### src/hw/pwmoi_cfg.svh
`ifndef PWMOI_CFG_SVH
`define PWMOI_CFG_SVH

// ----------------------------------------------------------------------
// Register offsets
// ----------------------------------------------------------------------
`define PWMOI_OFS_INIT  8'h1C
`define PWMOI_OFS_MASK  8'h1D
`define PWMOI_OFS_SYNC  8'h20

// ----------------------------------------------------------------------
// Field positions and reset values
// ----------------------------------------------------------------------
`define PWMOI_SYNC_SEL_BIT 0
`define PWMOI_RST_BYTE     8'h00
`define PWMOI_RST_BIT      1'b0
`define PWMOI_NCH          8

`endif

### src/hw/pwmoi_pkg.sv
`include "pwmoi_cfg.svh"

package pwmoi_pkg;

  // --------------------------------------------------------------------
  // Register port request
  // --------------------------------------------------------------------
  typedef struct packed {
    logic [7:0] addr;
    logic [7:0] wdata;
    logic       wr;
    logic       rd;
  } pwmoi_req_s;

  // --------------------------------------------------------------------
  // Per-channel waveform from the compare logic
  // --------------------------------------------------------------------
  typedef struct packed {
    logic [`PWMOI_NCH-1:0] level;
    logic [`PWMOI_NCH-1:0] match;
    logic [`PWMOI_NCH-1:0] idle_level;
  } pwmoi_wave_s;

  // --------------------------------------------------------------------
  // Mask transfer timing
  // --------------------------------------------------------------------
  typedef enum logic {
    PWMOI_XFER_EVERY_CLK = 1'b0,
    PWMOI_XFER_ON_SYNC   = 1'b1
  } pwmoi_xfer_e;

endpackage

### src/hw/pwmoi_chan.sv
`timescale 1ns/1ps
`include "pwmoi_cfg.svh"

module pwmoi_chan
  import pwmoi_pkg::*;
(
  // Clock and reset
  input  logic clock,
  input  logic rst,
  // Control
  input  logic init_pulse,
  input  logic init_value,
  input  logic mask_on,
  // Waveform
  input  logic idle_level,
  input  logic match,
  input  logic level,
  // Output
  output logic out_bit
);

  logic out_reg;

  // --------------------------------------------------------------------
  // Output flip-flop
  // --------------------------------------------------------------------
  // Init wins over mask so a forced start value is always visible
  always_ff @(posedge clock)
  begin
    if (rst)
      out_reg <= `PWMOI_RST_BIT;
    else if (init_pulse)
      out_reg <= init_value;
    else if (mask_on)
      out_reg <= idle_level;
    else if (match)
      out_reg <= level;
  end

  assign out_bit = out_reg;

endmodule

### src/hw/pwmoi_mask_buf.sv
`timescale 1ns/1ps
`include "pwmoi_cfg.svh"

module pwmoi_mask_buf
  import pwmoi_pkg::*;
(
  // Clock and reset
  input  logic                  clock,
  input  logic                  rst,
  // Buffer load
  input  logic                  load,
  input  logic [`PWMOI_NCH-1:0] load_value,
  // Transfer control
  input  pwmoi_xfer_e           xfer_mode,
  input  logic                  sync_event,
  // State
  output logic [`PWMOI_NCH-1:0] pending,
  output logic [`PWMOI_NCH-1:0] active
);

  logic [`PWMOI_NCH-1:0] buf_reg;
  logic [`PWMOI_NCH-1:0] act_reg;

  // --------------------------------------------------------------------
  // Write buffer
  // --------------------------------------------------------------------
  always_ff @(posedge clock)
  begin
    if (rst)
      buf_reg <= `PWMOI_RST_BYTE;
    else if (load)
      buf_reg <= load_value;
  end

  // --------------------------------------------------------------------
  // Active mask
  // --------------------------------------------------------------------
  // A write and a sync in one cycle moves the old buffer content
  always_ff @(posedge clock)
  begin
    if (rst)
      act_reg <= `PWMOI_RST_BYTE;
    else if (xfer_mode == PWMOI_XFER_EVERY_CLK || sync_event)
      act_reg <= buf_reg;
  end

  assign pending = buf_reg;
  assign active  = act_reg;

endmodule

### src/hw/pwmoi_top.sv
// Behaviour
// - Eight init bits, bit n for channel n, zero after reset.
// - On output initialization each channel output takes its init bit.
// - Eight mask bits, bit n for channel n, zero after reset.
// - Active mask one holds the channel output at its inactive level, except on an init strobe, where the init bit wins.
// - Active mask zero passes the normal channel output through.
// - Masked channels ignore compare matches; unmasked ones follow them.
// - Mask writes load a write buffer only, not the active mask.
// - The buffer moves into the active mask at the sync point.
// - Select zero reloads every clock; select one only on sync event.
`timescale 1ns/1ps
`include "pwmoi_cfg.svh"

module pwmoi_top
  import pwmoi_pkg::*;
(
  // Clock and reset
  input  logic                  clock,
  input  logic                  rst,
  // Register port
  input  pwmoi_req_s            reg_req,
  output logic [7:0]            reg_rdata,
  // Timer events
  input  logic                  init_strobe,
  input  logic                  pwm_sync,
  // Waveform from compare logic
  input  pwmoi_wave_s           wave,
  // Channel outputs
  output logic [`PWMOI_NCH-1:0] chan_out
);

  // --------------------------------------------------------------------
  // Declarations
  // --------------------------------------------------------------------
  logic [`PWMOI_NCH-1:0] output_init_reg;
  logic                  mask_sync_select_reg;
  logic [7:0]            rdata_reg;
  logic [7:0]            rdata_next;
  logic [`PWMOI_NCH-1:0] mask_pending;
  logic [`PWMOI_NCH-1:0] output_mask_reg;
  logic                  wr_init;
  logic                  wr_mask;
  logic                  wr_sync;
  pwmoi_xfer_e           xfer_mode;

  // --------------------------------------------------------------------
  // Address decode
  // --------------------------------------------------------------------
  assign wr_init = reg_req.wr && (reg_req.addr == `PWMOI_OFS_INIT);
  assign wr_mask = reg_req.wr && (reg_req.addr == `PWMOI_OFS_MASK);
  assign wr_sync = reg_req.wr && (reg_req.addr == `PWMOI_OFS_SYNC);

  assign xfer_mode = mask_sync_select_reg ? PWMOI_XFER_ON_SYNC
                                          : PWMOI_XFER_EVERY_CLK;

  // --------------------------------------------------------------------
  // Init value register
  // --------------------------------------------------------------------
  always_ff @(posedge clock)
  begin
    if (rst)
      output_init_reg <= `PWMOI_RST_BYTE;
    else if (wr_init)
      output_init_reg <= reg_req.wdata;
  end

  // --------------------------------------------------------------------
  // Mask sync select
  // --------------------------------------------------------------------
  always_ff @(posedge clock)
  begin
    if (rst)
      mask_sync_select_reg <= `PWMOI_RST_BIT;
    else if (wr_sync)
      mask_sync_select_reg <= reg_req.wdata[`PWMOI_SYNC_SEL_BIT];
  end

  // --------------------------------------------------------------------
  // Mask write buffer and active mask
  // --------------------------------------------------------------------
  pwmoi_mask_buf u_mask_buf
  (
    .clock      (clock),
    .rst        (rst),
    .load       (wr_mask),
    .load_value (reg_req.wdata),
    .xfer_mode  (xfer_mode),
    .sync_event (pwm_sync),
    .pending    (mask_pending),
    .active     (output_mask_reg)
  );

  // --------------------------------------------------------------------
  // Read path
  // --------------------------------------------------------------------
  // Pending buffer stays hidden; software sees what drives the pins
  always_comb
  begin
    rdata_next = `PWMOI_RST_BYTE;
    case (reg_req.addr)
      `PWMOI_OFS_INIT: rdata_next = output_init_reg;
      `PWMOI_OFS_MASK: rdata_next = output_mask_reg;
      `PWMOI_OFS_SYNC: rdata_next[`PWMOI_SYNC_SEL_BIT] = mask_sync_select_reg;
      default:         rdata_next = `PWMOI_RST_BYTE;
    endcase
  end

  // Data stand only in the cycle after the strobe
  always_ff @(posedge clock)
  begin
    if (rst)
      rdata_reg <= `PWMOI_RST_BYTE;
    else if (reg_req.rd)
      rdata_reg <= rdata_next;
    else
      rdata_reg <= `PWMOI_RST_BYTE;
  end

  assign reg_rdata = rdata_reg;

  // --------------------------------------------------------------------
  // Channel output stages
  // --------------------------------------------------------------------
  for (genvar i = 0; i < `PWMOI_NCH; i++)
  begin : g_chan
    pwmoi_chan u_chan
    (
      .clock      (clock),
      .rst        (rst),
      .init_pulse (init_strobe),
      .init_value (output_init_reg[i]),
      .mask_on    (output_mask_reg[i]),
      .idle_level (wave.idle_level[i]),
      .match      (wave.match[i]),
      .level      (wave.level[i]),
      .out_bit    (chan_out[i])
    );
  end

  // --------------------------------------------------------------------
  // Assertions
  // --------------------------------------------------------------------
  a_init_reset:
  assert property (@(posedge clock)
    rst |=> (output_init_reg == `PWMOI_RST_BYTE))
  else
    $error("init register not cleared by reset");

  a_init_write:
  assert property (@(posedge clock) disable iff (rst)
    wr_init ##1 (reg_req.rd && reg_req.addr == `PWMOI_OFS_INIT && !wr_init)
    |=> (reg_rdata == $past(reg_req.wdata, 2)))
  else
    $error("init write not read back");

  a_init_drive:
  assert property (@(posedge clock) disable iff (rst)
    init_strobe |=> (chan_out == $past(output_init_reg)))
  else
    $error("outputs do not take init values");

  a_mask_reset:
  assert property (@(posedge clock)
    rst |=> (output_mask_reg == `PWMOI_RST_BYTE && mask_pending == `PWMOI_RST_BYTE))
  else
    $error("mask not cleared by reset");

  a_mask_hold:
  assert property (@(posedge clock) disable iff (rst)
    !init_strobe |=>
      (((chan_out ^ $past(wave.idle_level)) & $past(output_mask_reg)) == '0))
  else
    $error("masked channel not at inactive level");

  a_unmask_pass:
  assert property (@(posedge clock) disable iff (rst)
    !init_strobe |=>
      (((chan_out ^ $past(wave.level))
        & $past(wave.match & ~output_mask_reg)) == '0))
  else
    $error("unmasked channel did not follow its waveform");

  a_unmask_idle:
  assert property (@(posedge clock) disable iff (rst)
    !init_strobe |=>
      (((chan_out ^ $past(chan_out))
        & $past(~wave.match & ~output_mask_reg)) == '0))
  else
    $error("unmasked channel changed without a match");

  a_mask_no_match:
  assert property (@(posedge clock) disable iff (rst)
    (!init_strobe && output_mask_reg == '1) ##1 (!init_strobe && output_mask_reg == '1)
    |=> $stable(chan_out) || (chan_out == $past(wave.idle_level)))
  else
    $error("fully masked outputs reacted to a match");

  a_write_buffered:
  assert property (@(posedge clock) disable iff (rst)
    (wr_mask && mask_sync_select_reg && !pwm_sync && !wr_sync)
    |=> (mask_pending == $past(reg_req.wdata))
        && $stable(output_mask_reg))
  else
    $error("mask write reached active mask directly");

  a_sync_xfer:
  assert property (@(posedge clock) disable iff (rst)
    (mask_sync_select_reg && pwm_sync) |=> (output_mask_reg == $past(mask_pending)))
  else
    $error("sync event did not move mask buffer");

  a_free_xfer:
  assert property (@(posedge clock) disable iff (rst)
    (wr_mask && !mask_sync_select_reg) ##1 (!mask_sync_select_reg)
    |=> (output_mask_reg == $past(reg_req.wdata, 2)))
  else
    $error("mask not reloaded on every clock");

  a_wait_sync:
  assert property (@(posedge clock) disable iff (rst)
    (mask_sync_select_reg && !pwm_sync) |=> $stable(output_mask_reg))
  else
    $error("active mask changed without sync event");

  a_read_active:
  assert property (@(posedge clock) disable iff (rst)
    (reg_req.rd && reg_req.addr == `PWMOI_OFS_MASK)
    |=> (reg_rdata == $past(output_mask_reg)))
  else
    $error("mask read did not return active mask");

  a_init_load:
  assert property (@(posedge clock) disable iff (rst)
    wr_init |=> (output_init_reg == $past(reg_req.wdata)))
  else
    $error("init register did not take written value");

  a_init_hold:
  assert property (@(posedge clock) disable iff (rst)
    !wr_init |=> $stable(output_init_reg))
  else
    $error("init register changed without a write");

  a_read_init:
  assert property (@(posedge clock) disable iff (rst)
    (reg_req.rd && reg_req.addr == `PWMOI_OFS_INIT)
    |=> (reg_rdata == $past(output_init_reg)))
  else
    $error("init read did not return init register");

  a_mask_load:
  assert property (@(posedge clock) disable iff (rst)
    wr_mask |=> (mask_pending == $past(reg_req.wdata)))
  else
    $error("mask buffer did not take written value");

  a_buf_hold:
  assert property (@(posedge clock) disable iff (rst)
    !wr_mask |=> $stable(mask_pending))
  else
    $error("mask buffer changed without a write");

  a_sel_write:
  assert property (@(posedge clock) disable iff (rst)
    wr_sync |=> (mask_sync_select_reg == $past(reg_req.wdata[`PWMOI_SYNC_SEL_BIT])))
  else
    $error("sync select did not take written bit");

  a_sel_hold:
  assert property (@(posedge clock) disable iff (rst)
    !wr_sync |=> $stable(mask_sync_select_reg))
  else
    $error("sync select changed without a write");

  a_free_reload:
  assert property (@(posedge clock) disable iff (rst)
    !mask_sync_select_reg |=> (output_mask_reg == $past(mask_pending)))
  else
    $error("active mask not reloaded from buffer");

  a_read_sync:
  assert property (@(posedge clock) disable iff (rst)
    (reg_req.rd && reg_req.addr == `PWMOI_OFS_SYNC)
    |=> (reg_rdata == (8'($past(mask_sync_select_reg)) << `PWMOI_SYNC_SEL_BIT)))
  else
    $error("sync select read back wrong");

  a_read_other:
  assert property (@(posedge clock) disable iff (rst)
    (reg_req.rd && reg_req.addr != `PWMOI_OFS_INIT && reg_req.addr != `PWMOI_OFS_MASK
     && reg_req.addr != `PWMOI_OFS_SYNC)
    |=> (reg_rdata == `PWMOI_RST_BYTE))
  else
    $error("unmapped read returned data");

  a_out_reset:
  assert property (@(posedge clock)
    rst |=> (chan_out == `PWMOI_RST_BYTE && reg_rdata == `PWMOI_RST_BYTE))
  else
    $error("outputs not cleared by reset");

  a_rdata_idle:
  assert property (@(posedge clock) disable iff (rst)
    !reg_req.rd |=> (reg_rdata == `PWMOI_RST_BYTE))
  else
    $error("read data present without read strobe");

endmodule

### config.mk
export PLATFORM = sky130hd
export DESIGN_NAME = pwmoi_top
export DESIGN_NICKNAME = d
export VERILOG_FILES = /design/src/hw/pwmoi_pkg.sv /design/src/hw/pwmoi_chan.sv /design/src/hw/pwmoi_mask_buf.sv /design/src/hw/pwmoi_top.sv
export VERILOG_INCLUDE_DIRS = /design/src /design/src/hw
export SDC_FILE = /design/constraint.sdc
export NUM_CORES = 1
export LEC_CHECK = 0
export ABC_AREA = 1
export BUFFER_PORTS_ARGS = -buffer_cell sky130_fd_sc_hd__buf_2
export CAP_MARGIN = 20
export CORE_UTILIZATION = 45
export DETAILED_ROUTE_END_ITERATION = 10
export PLACE_DENSITY = 0.85
export SLEW_MARGIN = 10
export SYNTH_ARGS = -nofsm -noshare
export SYNTH_HDL_FRONTEND = slang
export SYNTH_SLANG_ARGS = --single-unit
### constraint.sdc
create_clock -name clock -period 1 [get_ports clock]
set_input_delay 0.05 -clock clock [delete_from_list [all_inputs] [get_ports clock]]
set_output_delay 0.05 -clock clock [all_outputs]
set_load 0.02 [all_outputs]
Yosys cells after proc, flatten, opt, wreduce, memory -nomap -nowiden
Cells that the tools add are included.
- multiplexer cells: 27
- bitwise logic cells: 2
- eq/ne operators: 3
- reduce and logical (&&, ||, !) cells: 13
- operators by type and width (operator ; number):
    two-way mux 1 bit ; 25
    nonzero test 3 bit ; 8
    == test 8 x 5 -> 1 bit (second input constant) ; 2
    one-hot mux 7 bit (2 select lines) ; 1
    == test 8 x 6 -> 1 bit (second input constant) ; 1
    logical AND 1 bit ; 3
    one-hot mux 1 bit (3 select lines) ; 1
    inverter 1 bit ; 2
    OR reduction 2 bit ; 1
    logical OR 1 bit ; 1
- bits in registers: 41
- word-level logic and storage cells: 58
- bits of input ports: 46
- output and inout bits: 16

Depth between registers and ports, before layout
- depth in word-level cells: 3
- gate-level depth with buffers: 8
- gate-level depth less buffers: 7

Hierarchy
From an unflattened synthesis, not the netlist that was laid out.
- cells, all modules: 304
- area total of the unflattened synthesis: 2009.4 µm²
- modules (own cells, without submodules) (module ; area each (µm²) ; seq. area each (µm²) ; cells an instance ; times used):
    pwmoi_top ; 833.3 ; 340.3 ; 121 ; 1
    pwmoi_mask_buf ; 625.6 ; 320.3 ; 87 ; 1
    pwmoi_chan ; 68.8 ; 20.0 ; 12 ; 8

Worst setup path after synthesis
Ideal clock, no wire load.
- kind: reg-to-reg
- start point: register mask_sync_select_reg
- end point: register u_mask_buf.act_reg[5], in the netlist u_mask_buf.active[5]
- clock period less this slack: 1034 ps
- arrival time: 964 ps
- required time: 930 ps
- stages on the path, launching flop included: 6
- path buffers: 1
- setup slack: -34 ps
- cell sequence: dfxtp_1 -> inv_1 -> nor2_1 -> buf_2 -> o21ai_0 -> a21oi_1
- cells in the longest elaborated chain, start to end: 3
- ends and longest elaborated chain (item ; line ; source):
    from (decl) ; pwmoi_top.sv:36 ; logic mask_sync_select_reg;
    from (signal assigned) ; pwmoi_top.sv:73 ; mask_sync_select_reg <= `PWMOI_RST_BIT;
    from (signal assigned) ; pwmoi_top.sv:75 ; mask_sync_select_reg <= reg_req.wdata[`PWMOI_SYNC_SEL_BIT];
    two-way mux 1 bit ; pwmoi_top.sv:53 ; assign xfer_mode = mask_sync_select_reg ? PWMOI_XFER_ON_SYNC
    inverter 1 bit ; pwmoi_mask_buf.sv:43 ; else if (xfer_mode == PWMOI_XFER_EVERY_CLK || sync_event)
    logical OR 1 bit ; pwmoi_mask_buf.sv:43 ;
    to (signal assigned) ; pwmoi_mask_buf.sv:42 ; act_reg <= `PWMOI_RST_BYTE;
    to (signal assigned) ; pwmoi_mask_buf.sv:44 ; act_reg <= buf_reg;
    to (decl) ; pwmoi_mask_buf.sv:22 ; logic [`PWMOI_NCH-1:0] act_reg;
Every way passes these cells.
A chain may end at the register's enable or synchronous reset.

Worst setup path after layout
- start point: register mask_sync_select_reg
- end point: register u_mask_buf.act_reg[6], in the netlist u_mask_buf.active[6]
The elaborated chain is that of the path after synthesis.

==> results.py <==
metrics = {
    "sta": {
        "period_needed_ns": 0.939,
        "clock.fmax_mhz": 1070,
        "hold_viol_final": 0,
        "tns_ns": 0,
        "final.period_utilization": 0.939,
        "skew_ns": 0.00487,
        "max_slew_margin": 0.800,
        "rsz0062_at_grt": "false",
        "finalSetupViolations": 0,
        "tightest_slew_ns": 0.299,
        "layout_setup_ws_ns": 0.0614,
        "finalMaxSlewViolations": 0,
    },
    "synthesis": {
        "synthTopCellsByArea": "dfxtp_1, nand2_1, a21oi_1, inv_1, nor2_1",
        "syn_nets": 320,
        "ys_types": 18,
        "synth.yosys.seq_area_share": 0.420,
        "avgSynthCellArea_um2": 7.14,
        "yosys_warnings": 0,
        "synth_top_area_frac": 0.420,
        "synthCells": 274,
        "synth.largest_area_cell": "dfxtp_1",
        "ys_ff_latch": 41,
        "syn-cell-area_um2": 1960,
    },
    "worst_setup_path": {
        "worstPathRequired_ns": 1.23,
        "path_delay_family": "flip-flops",
        "crit_chain": "inv_1 > nor2_2 > buf_12 > o21ai_0 > a21oi_1",
        "start_kind": "register",
        "critical_path_class": "register to register",
        "critPathMaxFanout": 16,
        "crit_path_max_incr_delay_ns": 0.34,
        "worstSetupEndpointType": "register",
        "worstRegToRegCells": 5,
        "path_buf_inv": 2,
        "crit_arrival_ns": 1.17,
        "cp.depth": 5,
        "slowest_stage": "dfxtp_2",
    },
    "die": {
        "dieArea_um2": 4610,
        "design.core.area_um2": 4090,
        "dieWidth_um": 67.9,
        "initial_core_util": 0.479,
        "die_y_um": 67.9,
        "num_rows": 23,
        "io-pin-count": 62,
    },
    "routing": {
        "ant_nets": 0,
        "dr.pass1.iters": 4,
        "drt-total-wl_um": 4200,
        "vias": 1826,
        "drc": 0,
        "avgRoutedWirePerCell_um": 10.9,
        "vias_per_cell": 4.74,
        "drtIter0Drc": 177,
    },
    "run": {
        "max_cap_viol_count": 0,
    },
    "layout": {
        "antenna_cells": 0,
        "post-route-util": 0.589,
        "regArea_um2": 822,
        "drive_above_1_share": 0.272,
        "area_growth_pct": 23.1,
        "final_nets": 380,
        "fill_cells": 386,
        "multi_input_area_um2": 853,
    },
    "clocking": {
        "clock_latency_ns": 0.29,
        "numCtsBuffers": 5,
        "cts_tree": "built",
        "clockBufferDepth": 2,
        "clock-sinks": 41,
        "cts.htree.levels": 2,
        "clock-root-buffer": "clkbuf_8",
        "clkTransAtPathRegs_ns": 0.08,
        "cts_setup_buffers": 0,
    },
    "placed_design": {
        "place_hpwl_um": 3190,
        "place_congestion": 0.771,
        "numPortBuffers": 61,
        "pre_cts_ws_ns": -0.00698,
    },
    "global_route": {
        "antenna_found_initial": 0,
        "grt_overflow": 0,
        "grt_pass1_wl_um": 6640,
        "grt_usage": 0.190,
        "grt_max_degree": 20,
        "grt_pass1_vias": 1581,
    },
    "pwr": {
        "power_density_nw_per_um2": 1310,
        "vdd_drop_max_mv": 0.579,
        "p_leak_nw": 1.25,
    },
    "worst_hold_path": {
        "hold_path_class": "primary input to register",
        "min_path_cells": 3,
    },
    "status": {
        "outcome": "finished, final reports clean",
    },
}
power breakdown:
group | switching [mW] | total, mW | internal, mW | leakage [nW]
Clock | 0.547 | 1.17 | 0.623 | 0.0542
Combinational | 0.189 | 0.331 | 0.142 | 0.858
Sequential | 0.00917 | 1.66 | 1.65 | 0.332
cells in the mapped netlist, drive strengths merged:
master,count
clkbuf,3
o211ai,8
dfxtp,41
nand2,51
nor2,42
clkinv,1
buf,13
a21oi,32
nand3,22
o21ai,16
inv,45
tightest hold or removal path, stage by stage:
cell    delay (ns)
buf_2         0.09
nor2_1        0.04
nor2_1        0.08
placed cells by master (no fill, tap or decap), drive strengths merged, types with 7 or more instances in the layout:
master | synthesis | layout
a21oi | 32 | 32
clkbuf | 3 | 7
nor2 | 42 | 42
nand2 | 51 | 51
o211ai | 8 | 8
o21ai | 16 | 16
buf | 13 | 67
nand3 | 22 | 22
dfxtp | 41 | 41
inv | 45 | 45
what timing repair did:
item	in CTS	in global routing
hold buffers	2	0
setup endpoints to repair	0	5
hold endpoints to repair	3	0
gates resized for setup	0	2
metal layers:
layer / routed length [um] / vias up / track usage
met1: 1940 / 790 / 0.237
met4: 49 / 0 / 0.0703
met2: 1910 / 59 / 0.317
met3: 291 / 6 / 0.0417
met5: 0 / - / 0
li1: - / 971 / -
logic make-up after synthesis:
kind of cell	count (synthesis)	synth area share
AND/OR/NAND/NOR	115	0.282
AO/OA/AOI/OAI	56	0.154
flip-flops	41	0.420
buffers and inverters	62	0.145
worst paths after layout:
path / start / endpoint / slack, ns
setup / recovery: mask_sync_select_reg / u_mask_buf.active[6] / 0.06
hold / removal: reg_req[4] / u_mask_buf.pending[2] / 0.0008
setup reg to reg: mask_sync_select_reg / u_mask_buf.active[6] / 0.06
hold reg to reg: u_mask_buf.active[6] / u_mask_buf.active[6] / 0.49
stage by stage:
stage / instance area (um2) / std cells / total power, mW / hold WS [ns]
final: 2410 / 385 / 3.16 / 0.000839
after global routing: 2410 / 385 / 3.29 / 0.0211
after CTS: 2410 / 385 / 3.17 / 0.00202
after detailed placement: 2280 / 375 / 2.02 / 0.299
after global placement: 2280 / 375 / 2.02 / 0.298
after floorplan: 1960 / 274 / 1.89 / 0.185
final cells by class:
class	count	share of cell area
Tap cell	50	0.0260
Clock buffer	7	0.0400
Timing Repair Buffer	69	0.164
Multi-Input combinational cell	171	0.354
Sequential cell	41	0.341
Clock inverter	1	0.00208
Inverter	46	0.0717
No activity file was read; power rests on OpenSTA's default activity.
